<file path="src/wdh_map.svh">
`ifndef WDH_MAP_SVH
`define WDH_MAP_SVH
// ----------------------------------------------------------------------
// Register indices; the byte address is four times the index.
// ----------------------------------------------------------------------
`define WDH_IDX_STATUS 10'h00a
`define WDH_IDX_IRQ_CTRL 10'h00b
`define WDH_IDX_WD_PRESCALE 10'h00c
// ----------------------------------------------------------------------
// Field positions and masks.
// ----------------------------------------------------------------------
`define WDH_IRQ_GLOBAL_EN 0
`define WDH_IRQ_T0_EN 2
`define WDH_IRQ_T1_EN 3
`define WDH_IRQ_T0_PEND 5
`define WDH_IRQ_T1_PEND 6
`define WDH_IRQ_RW_MASK 8'h6d
`define WDH_STAT_PDF 4
`define WDH_STAT_TO 5
`define WDH_PS_SEL_HI 2
`define WDH_PS_SEL_LO 0
// ----------------------------------------------------------------------
// Reset values.
// ----------------------------------------------------------------------
`define WDH_IRQ_RESET 8'h00
`define WDH_PS_RESET 8'h07
`define WDH_SYNC_RESET 10'h3ff
// ----------------------------------------------------------------------
// Timing, in nanoseconds, clock periods or stage counts.
// ----------------------------------------------------------------------
`define WDH_REF_PERIOD_NS 100
`define WDH_SYS_DIV 2
`define WDH_INSTR_DIV 4
`define WDH_BASE_STAGES 8
`define WDH_PS_STAGES 7
`define WDH_SST_CYCLES 1024
`define WDH_IRQ_EXTRA_CYCLES 1
`endif

</file>
<file path="src/wdh_pkg.sv">
package wdh_pkg;
  typedef enum {S_RUN, S_HALT, S_WAIT, S_EXTRA} wdh_state_type;
  typedef enum {W_PORT, W_IRQ_NEXT, W_IRQ_SERVE, W_WARM} wdh_wake_type;
endpackage : wdh_pkg

</file>
<file path="src/wdh_watchdog_halt.sv">
// Function
// - System clock enable is the oscillator divided by two in either oscillator type.
// - In RC mode the clock output pin carries system clock divided by four.
// - Watchdog ticks from its own oscillator or the instruction clock, by option.
// - With the watchdog disabled, clears and prescaler writes do nothing.
// - Watchdog ticks pass an eight-stage divide-by-256 stage first.
// - Prescale select bits 2..0 add division 1:1 up to 1:128.
// - Bit 3 and the high nibble of the prescale register are plain storage.
// - Overflow while running gives a full chip reset and sets the expired flag.
// - Overflow while halted gives a warm reset of program counter and stack pointer.
// - External reset low, clear instructions or halt clear counter and prescaler.
// - Single option clears on one instruction; double option needs both instructions.
// - With the instruction clock source the watchdog stops during halt.
// - Halt stops the system oscillator, keeps state, restarts the cleared watchdog.
// - Halt sets the sleep flag and clears the expired flag.
// - Power-up or a watchdog clear instruction clears the sleep flag.
// - The halt output pin is high during halt.
// - Halt ends on external reset, interrupt, enabled port falling edge or overflow.
// - Port A wake-up bits are enabled by option and resume at next instruction.
// - Interrupt wake resumes next unless enabled with stack free, then service.
// - Wake waits 1024 system clocks; interrupt service one instruction cycle more.
// - An interrupt pending at halt entry cannot wake the device.
// - Interrupt control bits 0,2,3 enable, 5,6 pending; bits 1,4,7 read zero.
`include "wdh_map.svh"
`timescale 1ns/1ps
`default_nettype none
module wdh_watchdog_halt #(
  parameter bit RC_MODE = 1'b1,
  parameter bit WD_ENABLE = 1'b1,
  parameter bit WD_USE_OSC = 1'b1,
  parameter bit WD_DOUBLE_CLEAR = 1'b0,
  parameter logic [7:0] PA_WAKE_MASK = 8'hff
) (
  input wire logic i_ref_clk,
  input wire logic i_rstn,
  input wire logic i_external_rst_n,
  input wire logic i_wd_osc,
  input wire logic [7:0] i_port_a,
  input wire logic i_halt_exec,
  input wire logic i_wd_clear_single,
  input wire logic i_wd_clear_first,
  input wire logic i_wd_clear_second,
  input wire logic i_stack_full,
  input wire logic i_timer0_irq_set,
  input wire logic i_timer1_irq_set,
  input wire logic i_psel,
  input wire logic i_penable,
  input wire logic i_pwrite,
  input wire logic [11:0] i_paddr,
  input wire logic [31:0] i_pwdata,
  output logic o_pready,
  output logic [31:0] o_prdata,
  output logic o_pslverr,
  output logic o_sys_clk_en,
  output logic o_clock_pin_out,
  output logic o_halt,
  output logic o_chip_rst,
  output logic o_warm_rst,
  output logic o_resume_next,
  output logic o_irq_service
);
  // ----------------------------------------------------------------------
  // Elaboration checks
  // ----------------------------------------------------------------------
  localparam int SYW = $clog2(`WDH_SYS_DIV);
  localparam int IW = $clog2(`WDH_INSTR_DIV);
  localparam int SW = $clog2(`WDH_SST_CYCLES);
  localparam int CW = `WDH_BASE_STAGES + `WDH_PS_STAGES;
  localparam int EXTRA = `WDH_INSTR_DIV * `WDH_IRQ_EXTRA_CYCLES;
  generate
    if (SYW < 1 || IW < 1 || EXTRA > `WDH_SST_CYCLES)
    begin : g_bad
      $error("Clock divider settings cannot be served.");
    end
  endgenerate
  // ----------------------------------------------------------------------
  // Reset release and pin synchronisers
  // ----------------------------------------------------------------------
  logic rst_s1_q, rst_n;
  logic [9:0] sync1_q, sync2_q;
  logic osc_prev_q;
  logic [7:0] pa_prev_q;
  always_ff @(posedge i_ref_clk or negedge i_rstn)
  begin
    if (!i_rstn)
    begin
      rst_s1_q <= 1'b0;
      rst_n <= 1'b0;
    end
    else
    begin
      rst_s1_q <= 1'b1;
      rst_n <= rst_s1_q;
    end
  end
  always_ff @(posedge i_ref_clk or negedge rst_n)
  begin
    if (!rst_n)
    begin
      sync1_q <= `WDH_SYNC_RESET;
      sync2_q <= `WDH_SYNC_RESET;
      osc_prev_q <= 1'b1;
      pa_prev_q <= 8'hff;
    end
    else
    begin
      sync1_q <= {i_wd_osc, i_external_rst_n, i_port_a};
      sync2_q <= sync1_q;
      osc_prev_q <= sync2_q[9];
      pa_prev_q <= sync2_q[7:0];
    end
  end
  logic ext_rst_low, osc_tick, port_wake;
  assign ext_rst_low = !sync2_q[8];
  assign osc_tick = sync2_q[9] && !osc_prev_q;
  assign port_wake = |(pa_prev_q & ~sync2_q[7:0] & PA_WAKE_MASK);
  // ----------------------------------------------------------------------
  // Clock dividers
  // ----------------------------------------------------------------------
  wdh_pkg::wdh_state_type state_q;
  logic osc_run, sys_en, instr_en;
  logic [SYW-1:0] sys_cnt_q;
  logic [IW-1:0] instr_cnt_q;
  // The system oscillator is off only while halted; the wake wait runs it.
  assign osc_run = (state_q != wdh_pkg::S_HALT);
  assign sys_en = osc_run && (sys_cnt_q == SYW'(`WDH_SYS_DIV - 1));
  assign instr_en = sys_en && (instr_cnt_q == IW'(`WDH_INSTR_DIV - 1));
  always_ff @(posedge i_ref_clk or negedge rst_n)
  begin
    if (!rst_n)
    begin
      sys_cnt_q <= '0;
      instr_cnt_q <= '0;
      o_sys_clk_en <= 1'b0;
      o_clock_pin_out <= 1'b0;
    end
    else
    begin
      if (osc_run)
        sys_cnt_q <= sys_en ? '0 : sys_cnt_q + SYW'(1);
      if (sys_en)
        instr_cnt_q <= instr_cnt_q + IW'(1);
      o_sys_clk_en <= sys_en;
      if (RC_MODE && sys_en && instr_cnt_q[0])
        o_clock_pin_out <= !o_clock_pin_out;
    end
  end
  // ----------------------------------------------------------------------
  // Watchdog counter
  // ----------------------------------------------------------------------
  logic [7:0] ps_q, irq_q;
  logic [CW-1:0] wd_cnt_q, wd_mask;
  logic clr_first_q, clr_second_q;
  logic halt_go, wd_sw_clear, wd_tick, wd_full, wd_ovf, wd_clear;
  assign halt_go = i_halt_exec && (state_q == wdh_pkg::S_RUN);
  // The double option only clears once both halves have been seen, in any order.
  assign wd_sw_clear = WD_ENABLE && (WD_DOUBLE_CLEAR ?
    ((clr_first_q || i_wd_clear_first) && (clr_second_q || i_wd_clear_second)) :
    i_wd_clear_single);
  // The instruction clock dies in halt, so that source cannot catch a hang there.
  assign wd_tick = WD_USE_OSC ? osc_tick : instr_en;
  assign wd_mask = ~({CW{1'b1}} << (`WDH_BASE_STAGES + ps_q[`WDH_PS_SEL_HI:`WDH_PS_SEL_LO]));
  assign wd_full = ((wd_cnt_q & wd_mask) == wd_mask);
  assign wd_clear = ext_rst_low || wd_sw_clear || halt_go;
  assign wd_ovf = WD_ENABLE && wd_tick && wd_full && !wd_clear;
  always_ff @(posedge i_ref_clk or negedge rst_n)
  begin
    if (!rst_n)
    begin
      wd_cnt_q <= '0;
      clr_first_q <= 1'b0;
      clr_second_q <= 1'b0;
    end
    else
    begin
      if (!WD_ENABLE || wd_clear || wd_ovf)
        wd_cnt_q <= '0;
      else if (wd_tick)
        wd_cnt_q <= wd_cnt_q + CW'(1);
      if (wd_clear || wd_ovf)
      begin
        clr_first_q <= 1'b0;
        clr_second_q <= 1'b0;
      end
      else
      begin
        clr_first_q <= clr_first_q || i_wd_clear_first;
        clr_second_q <= clr_second_q || i_wd_clear_second;
      end
    end
  end
  // ----------------------------------------------------------------------
  // Halt and wake-up sequencing
  // ----------------------------------------------------------------------
  wdh_pkg::wdh_wake_type cause_q;
  logic [SW-1:0] sst_cnt_q;
  logic [1:0] wake_mask_q, irq_pend;
  logic irq_wake, irq_serve, chip_rst, wait_done, extra_done;
  assign irq_pend = {irq_q[`WDH_IRQ_T1_PEND], irq_q[`WDH_IRQ_T0_PEND]};
  assign irq_wake = |(irq_pend & wake_mask_q);
  assign irq_serve = irq_q[`WDH_IRQ_GLOBAL_EN] && !i_stack_full &&
    |(irq_pend & wake_mask_q & {irq_q[`WDH_IRQ_T1_EN], irq_q[`WDH_IRQ_T0_EN]});
  assign chip_rst = ext_rst_low || (wd_ovf && (state_q != wdh_pkg::S_HALT));
  assign wait_done = (state_q == wdh_pkg::S_WAIT) && sys_en &&
    (sst_cnt_q == SW'(`WDH_SST_CYCLES - 1));
  assign extra_done = (state_q == wdh_pkg::S_EXTRA) && sys_en &&
    (sst_cnt_q == SW'(EXTRA - 1));
  always_ff @(posedge i_ref_clk or negedge rst_n)
  begin
    if (!rst_n)
    begin
      state_q <= wdh_pkg::S_RUN;
      cause_q <= wdh_pkg::W_PORT;
      sst_cnt_q <= '0;
      wake_mask_q <= 2'b00;
    end
    else
    begin
      case (state_q)
        wdh_pkg::S_RUN:
        begin
          sst_cnt_q <= '0;
          if (halt_go)
          begin
            state_q <= wdh_pkg::S_HALT;
            wake_mask_q <= ~irq_pend;
          end
        end
        wdh_pkg::S_HALT:
        begin
          // A reset from the pin skips the start-up wait.
          if (ext_rst_low)
            state_q <= wdh_pkg::S_RUN;
          else if (wd_ovf || irq_wake || port_wake)
          begin
            state_q <= wdh_pkg::S_WAIT;
            if (wd_ovf)
              cause_q <= wdh_pkg::W_WARM;
            else if (irq_wake)
              cause_q <= irq_serve ? wdh_pkg::W_IRQ_SERVE : wdh_pkg::W_IRQ_NEXT;
            else
              cause_q <= wdh_pkg::W_PORT;
          end
        end
        wdh_pkg::S_WAIT:
        begin
          if (ext_rst_low)
            state_q <= wdh_pkg::S_RUN;
          else if (wait_done)
          begin
            sst_cnt_q <= '0;
            state_q <= (cause_q == wdh_pkg::W_IRQ_SERVE) ? wdh_pkg::S_EXTRA : wdh_pkg::S_RUN;
          end
          else if (sys_en)
            sst_cnt_q <= sst_cnt_q + SW'(1);
        end
        wdh_pkg::S_EXTRA:
        begin
          if (ext_rst_low || extra_done)
            state_q <= wdh_pkg::S_RUN;
          else if (sys_en)
            sst_cnt_q <= sst_cnt_q + SW'(1);
        end
        default:
          state_q <= wdh_pkg::S_RUN;
      endcase
    end
  end
  always_ff @(posedge i_ref_clk or negedge rst_n)
  begin
    if (!rst_n)
    begin
      o_halt <= 1'b0;
      o_chip_rst <= 1'b0;
      o_warm_rst <= 1'b0;
      o_resume_next <= 1'b0;
      o_irq_service <= 1'b0;
    end
    else
    begin
      o_halt <= (state_q == wdh_pkg::S_RUN) ? halt_go :
        ((state_q == wdh_pkg::S_HALT) && !ext_rst_low && !wd_ovf && !irq_wake && !port_wake);
      o_chip_rst <= chip_rst;
      o_warm_rst <= wait_done && !ext_rst_low && (cause_q == wdh_pkg::W_WARM);
      o_resume_next <= wait_done && !ext_rst_low &&
        ((cause_q == wdh_pkg::W_PORT) || (cause_q == wdh_pkg::W_IRQ_NEXT));
      o_irq_service <= extra_done && !ext_rst_low;
    end
  end
  // ----------------------------------------------------------------------
  // Flags and registers
  // ----------------------------------------------------------------------
  logic to_q, pdf_q, wr_en, rd_phase;
  logic hit_stat, hit_irq, hit_ps;
  logic [7:0] rdata;
  assign hit_stat = (i_paddr[11:2] == `WDH_IDX_STATUS) && (i_paddr[1:0] == 2'b00);
  assign hit_irq = (i_paddr[11:2] == `WDH_IDX_IRQ_CTRL) && (i_paddr[1:0] == 2'b00);
  assign hit_ps = (i_paddr[11:2] == `WDH_IDX_WD_PRESCALE) && (i_paddr[1:0] == 2'b00);
  assign wr_en = i_psel && i_penable && o_pready && i_pwrite;
  assign rd_phase = i_psel && i_penable && !o_pready;
  always_ff @(posedge i_ref_clk or negedge rst_n)
  begin
    if (!rst_n)
    begin
      to_q <= 1'b0;
      pdf_q <= 1'b0;
    end
    else
    begin
      // Sleep flag: halt wins over a same-cycle clear; expired flag: a same-cycle clear masks the overflow.
      if (wd_ovf)
        to_q <= 1'b1;
      else if (wd_sw_clear || halt_go)
        to_q <= 1'b0;
      if (halt_go)
        pdf_q <= 1'b1;
      else if (wd_sw_clear)
        pdf_q <= 1'b0;
    end
  end
  always_ff @(posedge i_ref_clk or negedge rst_n)
  begin
    if (!rst_n)
      ps_q <= `WDH_PS_RESET;
    else if (chip_rst)
      ps_q <= `WDH_PS_RESET;
    else if (WD_ENABLE && wr_en && hit_ps)
      ps_q <= i_pwdata[7:0];
  end
  always_ff @(posedge i_ref_clk or negedge rst_n)
  begin
    if (!rst_n)
      irq_q <= `WDH_IRQ_RESET;
    else if (chip_rst)
      irq_q <= `WDH_IRQ_RESET;
    else
    begin
      if (wr_en && hit_irq)
        irq_q <= i_pwdata[7:0] & `WDH_IRQ_RW_MASK;
      if (i_timer0_irq_set)
        irq_q[`WDH_IRQ_T0_PEND] <= 1'b1;
      if (i_timer1_irq_set)
        irq_q[`WDH_IRQ_T1_PEND] <= 1'b1;
    end
  end
  // ----------------------------------------------------------------------
  // APB slave with one wait state
  // ----------------------------------------------------------------------
  always_comb
  begin
    rdata = 8'h00;
    if (hit_stat)
    begin
      rdata[`WDH_STAT_TO] = to_q;
      rdata[`WDH_STAT_PDF] = pdf_q;
    end
    else if (hit_irq)
      rdata = irq_q & `WDH_IRQ_RW_MASK;
    else if (hit_ps)
      rdata = ps_q;
  end
  always_ff @(posedge i_ref_clk or negedge rst_n)
  begin
    if (!rst_n)
    begin
      o_pready <= 1'b0;
      o_prdata <= 32'h0000_0000;
      o_pslverr <= 1'b0;
    end
    else
    begin
      o_pready <= rd_phase;
      if (rd_phase)
      begin
        o_prdata <= {24'h00_0000, rdata};
        o_pslverr <= !(hit_stat || hit_irq || hit_ps);
      end
    end
  end
endmodule : wdh_watchdog_halt
`default_nettype wire

</file>
<file path="config.mk">
export PLATFORM = sky130hd
export DESIGN_NAME = wdh_watchdog_halt
export DESIGN_NICKNAME = d
export VERILOG_FILES = /design/src/wdh_pkg.sv /design/src/wdh_watchdog_halt.sv
export VERILOG_INCLUDE_DIRS = /design/src
export SDC_FILE = /design/constraint.sdc
export NUM_CORES = 1
export LEC_CHECK = 0
export BUFFER_PORTS_ARGS = -buffer_cell sky130_fd_sc_hd__clkbuf_2
export CORE_MARGIN = 2
export CORE_UTILIZATION = 45
export CTS_BUF_LIST = sky130_fd_sc_hd__clkbuf_8
export CTS_CLUSTER_SIZE = 10
export DETAILED_ROUTE_END_ITERATION = 16
export PLACE_DENSITY_LB_ADDON = 0.2
export RECOVER_POWER = 25
export SLEW_MARGIN = 20
export SYNTH_ARGS = -nofsm -noshare
export SYNTH_HDL_FRONTEND = slang
export SYNTH_SLANG_ARGS = --single-unit
</file>
<file path="constraint.sdc">
create_clock -name i_ref_clk -period 2.9 [get_ports i_ref_clk]
set_clock_uncertainty 0.2 [all_clocks]
set_input_delay 0.435 -clock i_ref_clk [delete_from_list [all_inputs] [get_ports i_ref_clk]]
set_output_delay 0.435 -clock i_ref_clk [all_outputs]
set_load 0.01 [all_outputs]
</file>
# After elaboration in Yosys (flattened, before gate mapping)

Index checks and enable logic that the tools add are counted.
Widths: inputs -> output; s select.

Register bits: 158
Input bits: 66
Output and inout port bits: 41
Logic and storage cells: 169

Add/subtract/negate cells: 5
Equal/unequal tests: 22
Shift operators: 1
Mux-type cells: 35
Bitwise logic cells: 7
Reductions and logical operators: 70

Operator list:

| cell                  | count |
|---|---|
| $mux 32               | 6 |
| $eq 32x2->1 const B   | 4 |
| $eq 32x3->1 const B   | 4 |
| $pmux 32 s4           | 1 |
| $logic_not 32->1      | 3 |
| $mux 10               | 4 |
| $eq 32x1->1 const B   | 1 |
| $mux 8                | 4 |
| $ne 32x2->1 const B   | 1 |
| $eq 10x4->1 const B   | 3 |
| $logic_and 1x1->1     | 30 |
| $mux 15               | 2 |
| $pmux 10 s3           | 1 |
| $add 15x1->15 const B | 1 |
| $and 15x15->15        | 1 |
| $eq 15x15->1          | 1 |
| $not 15->15           | 1 |
| $shl 15x5->15 const A | 1 |
| $mux 7                | 2 |
| $mux 2                | 6 |
| $logic_or 1x1->1      | 11 |
| $add 10x1->10 const B | 1 |
| $eq 10x10->1 const B  | 1 |
| $eq 10x2->1 const B   | 1 |
| 20 further kinds      | 49 |

# Depth between registers and ports, before layout

Gate-level depths: netlist (run 1).

Depth after elaboration: 12
Gate-level depth with buffers: 9
Mapped depth without buffers: 7

# Least setup slack after synthesis (run 1)

OpenSTA, ideal clock, no wires.

Kind: input to register
From: input i_paddr[11]
To: register ps_q[1]
Setup time: 0.082 ns
Arrival time: 2.539 ns
Required time: 2.618 ns
Setup slack: 0.079 ns
Stages on the path: 7
Buffers on the path: 1
Path through: or4_4 -> or4b_4 -> nor4b_4 -> and2b_4 -> buf_12 -> nor2b_1 -> a211o_1

Longest elaborated chain between the ends: 4

RTL lines:

| item                        | RTL line                 | source |
|---|---|---|
| start, declared             | wdh_watchdog_halt.sv:49  | `input wire logic [11:0] i_paddr,` |
| $eq 10x4->1 (no line)       | --                       |  |
| $logic_and 1x1->1           | wdh_watchdog_halt.sv:298 | `` assign hit_ps = (i_paddr[11:2] == `WDH_IDX_WD_PRESCALE) && (i_paddr[1:0] == 2'b00); `` |
| $logic_and 1x1->1           | wdh_watchdog_halt.sv:327 | `else if (WD_ENABLE && wr_en && hit_ps)` |
| $reduce_bool 2->1 (no line) | --                       |  |
| end signal, assigned        | wdh_watchdog_halt.sv:324 | `` ps_q <= `WDH_PS_RESET; `` |
| end signal, assigned        | wdh_watchdog_halt.sv:326 | `` ps_q <= `WDH_PS_RESET; `` |
| end signal, assigned        | wdh_watchdog_halt.sv:328 | `ps_q <= i_pwdata[7:0];` |
| end, declared               | wdh_watchdog_halt.sv:151 | `logic [7:0] ps_q, irq_q;` |

No other way between the ends.
A chain may end at the register's enable or synchronous reset.

# Final worst setup path (run 1)

From: register wd_cnt_q[0]
To: register ps_q[0]

Longest elaborated chain between the ends: 7
Elaborated cells on any way between the ends: 8
Classes of those cells: eq/ne: 1; mux: 1; bitwise: 1; reduce/logical: 5

RTL lines:

| item                                        | RTL line                 | source |
|---|---|---|
| start, declared                             | wdh_watchdog_halt.sv:152 | `logic [CW-1:0] wd_cnt_q, wd_mask;` |
| start signal, assigned                      | wdh_watchdog_halt.sv:179 | `wd_cnt_q <= wd_cnt_q + CW'(1);` |
| $and 15x15->15 (*)                          | wdh_watchdog_halt.sv:163 | `assign wd_full = ((wd_cnt_q & wd_mask) == wd_mask);` |
| $eq 15x15->1 (*)                            | wdh_watchdog_halt.sv:163 |  |
| $logic_and 1x1->1 (*) (2 in series)         | wdh_watchdog_halt.sv:165 | `assign wd_ovf = WD_ENABLE && wd_tick && wd_full && !wd_clear;` |
| $logic_and 1x1->1 (*)                       | wdh_watchdog_halt.sv:203 | `assign chip_rst = ext_rst_low \|\| (wd_ovf && (state_q != wdh_pkg::S_HALT));` |
| $logic_or 1x1->1 (*)                        | wdh_watchdog_halt.sv:203 |  |
| $mux 8 or $reduce_bool 2->1 (tied branches) | --                       |  |

Every way passes the cells marked *; elsewhere a longest branch is shown, timed or not.

==> results of run 1 <==
-- metal layers --
layer,global-route usage [%],up-vias
li1,-,1449
met4,5.72,0
met2,24.1,81
met3,4.35,10
met1,21.8,1399
met5,0,-
-- cell usage in the layout, fill, tap and decap left out, types with 3 or more instances in the layout --
master and instances:
sky130_fd_sc_hd__clkbuf_8 9, sky130_fd_sc_hd__nand3b_1 5, sky130_fd_sc_hd__nor2_1 44, sky130_fd_sc_hd__nand2_1 42
sky130_fd_sc_hd__nand3_1 9, sky130_fd_sc_hd__nor4_1 3, sky130_fd_sc_hd__nor3_1 6, sky130_fd_sc_hd__o21ai_0 16
sky130_fd_sc_hd__xor2_1 14, sky130_fd_sc_hd__a21oi_1 11, sky130_fd_sc_hd__a22oi_1 6, sky130_fd_sc_hd__a211o_1 3
sky130_fd_sc_hd__dfstp_2 29, sky130_fd_sc_hd__dlygate4sd3_1 11, sky130_fd_sc_hd__clkbuf_2 55, sky130_fd_sc_hd__inv_8 3
sky130_fd_sc_hd__nor2b_1 9, sky130_fd_sc_hd__inv_1 12, sky130_fd_sc_hd__nand2b_1 6, sky130_fd_sc_hd__mux2i_1 12
sky130_fd_sc_hd__buf_4 4, sky130_fd_sc_hd__conb_1 25, sky130_fd_sc_hd__dfstp_1 3, sky130_fd_sc_hd__nand4_1 13
sky130_fd_sc_hd__dfrtp_1 64, sky130_fd_sc_hd__xnor2_1 6, sky130_fd_sc_hd__and3_1 5
-- stage by stage --
step           hold slack (ns)  utilization, %  area (sq um)  power [mW]
4_1_cts                 0.0476            53.2          4890        3.05
3_5_place_dp            0.0223            49.7          4570        2.11
6_report                0.0619            53.2          4890        3.02
2_1_floorplan          -0.0606               -          4340        1.99
5_1_grt                 0.0539            53.2          4890        3.21
3_3_place_gp            0.0212            49.7          4570        2.10
-- area by class of cell --
class,instances,area (sq um),area share [%]
clock inverters,7,83.8,1.71
clock buffers,9,124,2.53
well taps,111,139,2.84
multi-input cells,275,1620,33.1
repair buffers,72,439,8.98
flip-flops and latches,96,2440,49.9
inverters,12,45.0,0.921
-- registers in the layout, indices dropped and copies added, names as in the netlist, 2 cells and up --
signal       flops
sync1_q         10
cause_q          2
wd_cnt_q        15
ps_q             8
sst_cnt_q       10
sync2_q         10
irq_q            5
state_q          2
o_prdata         8
wake_mask_q      2
pa_prev_q        8
-- worst reg2reg max path, stage by stage (launching register included) --
cell and delay, ns:
sky130_fd_sc_hd__dfrtp_1 0.48, sky130_fd_sc_hd__ha_1 0.25, sky130_fd_sc_hd__nand3b_1 0.16, sky130_fd_sc_hd__nor3_2 0.26, sky130_fd_sc_hd__nand2_1 0.10, sky130_fd_sc_hd__or4_1 0.61, sky130_fd_sc_hd__o21ai_0 0.19, sky130_fd_sc_hd__buf_4 0.23
sky130_fd_sc_hd__a211o_2 0.13
-- power by group through the flow --
| stage | combinational, mW | clock (mW) | sequential [mW] |
|---|---|---|---|
| detailed placement | 0.490 | 0 | 1.62 |
| global route | 0.575 | 1.01 | 1.62 |
| finish | 0.502 | 0.920 | 1.60 |
| CTS | 0.507 | 0.948 | 1.60 |
| floorplan | 0.400 | 0 | 1.59 |
| global placement | 0.481 | 0 | 1.62 |
-- logic make-up (layout without fill, tap and decap cells) --
family	Yosys count	count (layout)
flip-flops	96	96
XOR/XNOR	20	20
buffers and inverters	46	100
other	2	25
AO/OA/AOI/OAI	58	58
AND/OR/NAND/NOR	157	157
adder cells (fa/ha/maj)	2	2
multiplexers	13	13
-- timing repair --
action,in CTS,in global routing
hold buffers,11,0
hold endpoints to repair,12,0
resized for setup,0,1
setup endpoints to repair,0,13
-- worst max-delay path by stage --
stage | start | endpoint | cells past startpoint
2_1_floorplan | i_paddr[11] | ps_q[1]$_DFFE_PN1P_ | 7
3_3_place_gp | i_paddr[11] | ps_q[0]$_DFFE_PN1P_ | 7
3_5_place_dp | i_paddr[11] | ps_q[0]$_DFFE_PN1P_ | 7
4_1_cts | wd_cnt_q[0]$_DFFE_PN0P_ | ps_q[0]$_DFFE_PN1P_ | 8
5_1_grt | wd_cnt_q[0]$_DFFE_PN0P_ | ps_q[0]$_DFFE_PN1P_ | 8
6_report | wd_cnt_q[0]$_DFFE_PN0P_ | ps_q[0]$_DFFE_PN1P_ | 8
==> metrics.txt, run 1 <==
CP top delay family=simple AND/OR/NAND/NOR gates; count leader, synth=sky130_fd_sc_hd__dfrtp_1; total length of routed met2 wires=3430 um; DR iter-0 viols=123; Pre-Repair DR Iteration Count=4; amount of wire on met3 after detailed routing=387 um; Worst Min Path Start=i_timer1_irq_set; critical path's slowest cell=sky130_fd_sc_hd__or4_1; number of vias per cell=5.05; peak ir drop on the vdd network=0.323 mV; final instance count without filler cells=582; CP required=3.01 ns; wire length of the first global-routing pass=12600 um; floorplan core area=9200 sq um; adder-cell share of the synthesized area=0.589%; global router's overall resource usage=15.8%; Die Area=10200 sq um; Post-Route Setup TNS=0 ns; final worst-path cycle share=91.8%; number of antenna cells inserted=0; chain of cells forming the critical path=ha_1, nand3b_1, nor3_2, nand2_1, or4_1, o21ai_0, buf_4, a211o_2; layout cells sized above 1=24.8%; fill count=804; class of the most critical setup path=reg -> reg; Async SR Flop Fraction=100%; CTS tree=built; last weighted congestion value of the routability-driven placer=0.839; violated checks=max-capacitance violations, max-slew violations; Gate power share=16.6%; kind of end point of the critical path=flip-flop; mapped cell area=4250 sq um; final setup vio count=0; overall overflow remaining after global route=0; highest layer used for signal routing=met4; Post-synth top cells=sky130_fd_sc_hd__dfrtp_1 (64), sky130_fd_sc_hd__nor2_1 (44), sky130_fd_sc_hd__nand2_1 (42); unrepaired setup endpoints after global routing=no; chip height=101 um; M1 WL=3700 um; cell count of the worst hold path=3; Setup WS pre-CTS=0.0699 ns; Hold EP=irq_q[6]$_DFFE_PN0P_; power per standard cell area=617 nW/um^2; vias in the first global route=2732; combinational family with the most area after synthesis=simple AND/OR/NAND/NOR gates; max cap viols=1; cell accounting for the most synthesized area=sky130_fd_sc_hd__dfrtp_1; Post-Syn Instances=394; number of buffer cells added on primary ports=56; buffers inserted during post-CTS setup optimization=0; portion of the post-synthesis area used by sequential elements=57.5%; root buf cell=sky130_fd_sc_hd__clkbuf_8; leakage component of the power=2.21 nW; Top-Level Pins=107; Bufs on Longest Clock Path=2; HPWL after DPL=5380 um; synthesized area per cell=10.8 sq um; reg-to-reg critical path startpoint=wd_cnt_q[0]$_DFFE_PN0P_; clock latency on the worst-skew pair=0.37 ns; delay of the slowest critical-path stage=0.61 ns; Fmax=376 MHz; number of distinct standard cells referenced by the synthesized netlist=55; clock transition time at the flip-flop clock pins of the worst setup and hold paths=0.10 ns; Clock power frac=30.5%; DRC violation count after routing=0; via count=2939; Top FF cell, synth=sky130_fd_sc_hd__dfrtp_1; die width=101 um; maximum number of pins on one net before global-route repair=40; post-layout worst setup margin=0.238 ns; number of rows created at floorplan=35; number of warnings issued by yosys=0; post-synth top area share=37.7%; minimum clock period after layout=2.66 ns; number of cells after detailed placement=555; number of antenna-violating nets in the routed design=0; result of the run=finished, violations left; Clock Sink Count=96; switching pwr=911 uW; final hold violations=0; total wirelength of the detailed-routed design=7620 um; r2r setup slk=0.24 ns; max-slew violation count=39; Worst Path Buf+Inv=1; post-synthesis share of cell area spent on xor and xnor gates=4.12%; layout overhead on the synthesized area=15.1%; peak fanout along the critical path=14; relative slew slack=-4.75%; effective utilization at floorplan=46.2%; clock buffer count from CTS=9; CP arrival=2.78 ns; path type of the worst min-delay path=in -> reg; cell-internal power=2.11 mW; measured slew at the worst slew-check pin=1.57 ns; CTS H-tree lvls=3; leading cell types by total area after synthesis=sky130_fd_sc_hd__dfrtp_1 (38%), sky130_fd_sc_hd__dfstp_2 (20%), sky130_fd_sc_hd__buf_4 (4.2%), sky130_fd_sc_hd__nor2_1 (3.9%), sky130_fd_sc_hd__nand2_1 (3.7%); WL per Instance=13.1 um; count of state elements after synthesis=96; critical register-to-register path endpoint=ps_q[0]$_DFFE_PN1P_; simple-gate portion of the synthesized area=18.8%; switching share of total power=30.2%; Post-layout nets=534; CP Launch Type=flip-flop; Compound-Gate Fraction of Synth Area=9.16%; worst reg2reg path depth=8; initial antenna violation count=0; fraction of power consumed by sequential logic=52.9%; number of synthesized flops with an enable pin=0; post-synthesis mux area share=3.09%
Power figures use the tool's default switching activity.
==> run 2, diff against run 1 <==
- ABC_AREA: unset -> 1
- PLACE_DENSITY: unset -> 0.71
- PLACE_DENSITY_LB_ADDON: 0.2 -> unset
- SLEW_MARGIN: 20 -> unset
==> metrics.txt, run 2 <==
result of the run=finished, violations left; violated checks=max-capacitance violations, max-slew violations; Worst Path Buf+Inv=2; worst reg2reg path depth=11; switching pwr=1.11 mW; maximum number of pins on one net before global-route repair=43; buffers inserted during post-CTS setup optimization=0; global router's overall resource usage=17.4%; DRC violation count after routing=0; number of distinct standard cells referenced by the synthesized netlist=40; Post-layout nets=667; leading cell types by total area after synthesis=sky130_fd_sc_hd__dfrtp_1 (35%), sky130_fd_sc_hd__dfstp_2 (18%), sky130_fd_sc_hd__nand2_1 (11%), sky130_fd_sc_hd__inv_1 (5.3%), sky130_fd_sc_hd__buf_4 (4.1%); mapped cell area=4580 sq um; unrepaired setup endpoints after global routing=no; floorplan core area=9820 sq um; Async SR Flop Fraction=100%; die width=105 um; relative slew slack=-6.90%; flip-flop count of the largest register after layout=15; WL per Instance=12.3 um; count leader, synth=sky130_fd_sc_hd__nand2_1; most common library cell in the layout ignoring fill and taps=sky130_fd_sc_hd__nand2_1; vias in the first global route=3490; most used cells in the layout excluding fill and tap cells=sky130_fd_sc_hd__nand2_1 (130), sky130_fd_sc_hd__inv_1 (65), sky130_fd_sc_hd__dfrtp_1 (64); Post-synth top cells=sky130_fd_sc_hd__nand2_1 (130), sky130_fd_sc_hd__inv_1 (65), sky130_fd_sc_hd__dfrtp_1 (64); fraction of power consumed by sequential logic=50.2%; post-synth top area share=35.0%; portion of the post-synthesis area used by sequential elements=53.3%; number of antenna-violating nets in the routed design=0; cell-internal power=2.08 mW; measured slew at the worst slew-check pin=1.60 ns; final worst-path cycle share=73.3%; number of rows created at floorplan=36; root buf cell=sky130_fd_sc_hd__clkbuf_8; fill count=954; chain of cells forming the critical path=ha_1, nand2_1, nor2_1, nand3_1, nor2_2, nand2_1, nand2_1, buf_4, inv_1, o21ai_0, a21oi_1; r2r setup slk=0.78 ns; layout cells sized above 1=22.8%; last weighted congestion value of the routability-driven placer=0.873; Clock Sink Count=96; DR iter-0 viols=188; number of vias per cell=4.78; cell count of the worst hold path=3; synthesized area per cell=8.76 sq um; class of the most critical setup path=reg -> reg; critical path's slowest cell=sky130_fd_sc_hd__dfrtp_1; layout overhead on the synthesized area=14.2%; overall overflow remaining after global route=0; Post-Route Setup TNS=0 ns; Hold EP=ps_q[1]$_DFFE_PN1P_; Gate power share=23.9%; final hold violations=0; power per standard cell area=611 nW/um^2; Clock power frac=26.0%; effective utilization at floorplan=46.6%; switching share of total power=34.9%; path type of the worst min-delay path=in -> reg; count of state elements after synthesis=96; CP arrival=2.17 ns; Fmax=471 MHz; CTS tree=built; initial antenna violation count=0; peak fanout along the critical path=11; via count=3525; number of buffer cells added on primary ports=56; leakage component of the power=2.61 nW; max cap viols=1; register area=2440 sq um; clock buffer count from CTS=9; critical register-to-register path endpoint=wd_cnt_q[6]$_DFFE_PN0P_; kind of end point of the critical path=flip-flop; Top-Level Pins=107; final setup vio count=0; chip height=105 um; total wirelength of the detailed-routed design=9040 um; max-slew violation count=43; CTS H-tree lvls=3; CP required=2.94 ns; Post-Syn Instances=523; cell accounting for the most synthesized area=sky130_fd_sc_hd__dfrtp_1; Top FF cell, synth=sky130_fd_sc_hd__dfrtp_1; HPWL after DPL=6840 um; most common cell type on the critical path=sky130_fd_sc_hd__nand2_1; peak ir drop on the vdd network=0.311 mV; CP Launch Type=flip-flop; clock latency on the worst-skew pair=0.35 ns; reg-to-reg critical path startpoint=wd_cnt_q[1]$_DFFE_PN0P_; delay of the slowest critical-path stage=0.40 ns; number of warnings issued by yosys=0; worst hold margin=0.0982 ns; Pre-Repair DR Iteration Count=4; number of antenna cells inserted=0; clock transition time at the flip-flop clock pins of the worst setup and hold paths=0.09 ns; area of the multi-input gates=1730 sq um; Bufs on Longest Clock Path=2; register with the most flip-flops=wd_cnt_q; Worst Min Path Start=i_pwdata[1]; CP top delay family=simple AND/OR/NAND/NOR gates; wire length of the first global-routing pass=15600 um; Die Area=11000 sq um; number of synthesized flops with an enable pin=0; minimum clock period after layout=2.12 ns
[run 2: cell types whose count changed in the layout (fill, tap and decap cells not counted), moves of 6 or more]
| cell | previous run | this run |
|---|---|---|
| sky130_fd_sc_hd__a22oi_1 | 6 | 0 |
| sky130_fd_sc_hd__nand3_1 | 9 | 24 |
| sky130_fd_sc_hd__nand2_1 | 42 | 130 |
| sky130_fd_sc_hd__inv_1 | 12 | 65 |
| sky130_fd_sc_hd__o211ai_1 | 0 | 8 |
| sky130_fd_sc_hd__nand2b_1 | 6 | 0 |
| sky130_fd_sc_hd__a21oi_1 | 11 | 24 |
| sky130_fd_sc_hd__xnor2_1 | 6 | 0 |
| sky130_fd_sc_hd__nor2_2 | 0 | 6 |
| sky130_fd_sc_hd__mux2i_1 | 12 | 0 |
| sky130_fd_sc_hd__nor2b_1 | 9 | 0 |
| sky130_fd_sc_hd__o21ai_0 | 16 | 26 |
[run 2: worst register-to-register path, cell delays in order, from the launching register on]
cell                      delay [ns]
sky130_fd_sc_hd__dfrtp_1        0.40
sky130_fd_sc_hd__ha_1           0.20
sky130_fd_sc_hd__nand2_1        0.07
sky130_fd_sc_hd__nor2_1         0.24
sky130_fd_sc_hd__nand3_1        0.19
sky130_fd_sc_hd__nor2_2         0.17
sky130_fd_sc_hd__nand2_1        0.06
sky130_fd_sc_hd__nand2_1        0.06
sky130_fd_sc_hd__buf_4          0.18
sky130_fd_sc_hd__inv_1          0.11
sky130_fd_sc_hd__o21ai_0        0.10
sky130_fd_sc_hd__a21oi_1        0.07
[run 2: routing by layer]
metal | track usage [%] | share of wire (%)
met5 | 0 | 0
met4 | 4.00 | 1.1
met3 | 3.87 | 3.5
met2 | 30.1 | 49
met1 | 22.3 | 46
[run 2: cell type report]
| class | count | share of cell area [%] |
|---|---|---|
| repair buffers | 71 | 8.02 |
| multi-input cells | 349 | 33.1 |
| inverters | 72 | 5.36 |
| clock inverters | 6 | 0.981 |
| flip-flops and latches | 96 | 46.7 |
| well taps | 133 | 3.18 |
| clock buffers | 10 | 2.63 |
[run 2: through the flow]
stage / area [sq um] / power [mW] / util, % / instances / setup WS (ns)
global placement: 4930 / 2.34 / 50.3 / 710 / 0.737
detailed placement: 4930 / 2.38 / 50.3 / 710 / 0.672
finish: 5230 / 3.20 / 53.2 / 737 / 0.776
floorplan: 4670 / 2.20 / - / 546 / 1.12
global route: 5230 / 3.39 / 53.2 / 737 / 0.550
CTS: 5230 / 3.22 / 53.3 / 737 / 0.791
[run 2: logic make-up (layout without fill, tap and decap cells)]
kind of cell	count (synthesis)	in the layout	synth area share (%)
AND/OR/NAND/NOR	246	246	25.2
buffers and inverters	101	159	10.7
flip-flops	96	96	53.3
AO/OA/AOI/OAI	66	66	8.09
XOR/XNOR	10	10	1.91
adder cells (fa/ha/maj)	2	2	0.546
other	2	25	0.164
[run 2: worst max-delay path by stage]
stage               slack (ns)  depth (start not counted)                       to               startpoint
global route              0.55                          1     sync1_q[6]$_DFF_PN1_          rst_n$_DFF_PN0_
global placement          0.74                          9      ps_q[7]$_DFFE_PN0P_               i_paddr[9]
floorplan                 1.12                          0   cause_q[0]$_DFFE_PN0P_          rst_n$_DFF_PN0_
finish                    0.78                         11  wd_cnt_q[6]$_DFFE_PN0P_  wd_cnt_q[1]$_DFFE_PN0P_
detailed placement        0.67                          9      ps_q[6]$_DFFE_PN0P_               i_paddr[7]
CTS                       0.79                         11  wd_cnt_q[6]$_DFFE_PN0P_  wd_cnt_q[0]$_DFFE_PN0P_
[run 2: power by group through the flow]
stage	Clock, mW	Sequential, mW	Combinational (mW)
detailed placement	0	1.63	0.747
global route	0.909	1.62	0.863
global placement	0	1.62	0.718
floorplan	0	1.63	0.574
CTS	0.858	1.60	0.763
finish	0.830	1.60	0.763
[run 2: repair_timing]
| item | CTS | global route |
|---|---|---|
| gates resized for setup | 0 | 0 |
| endpoints found under the hold margin | 12 | 0 |
| hold buffers | 11 | 0 |
| endpoints found under the setup margin | 0 | 0 |
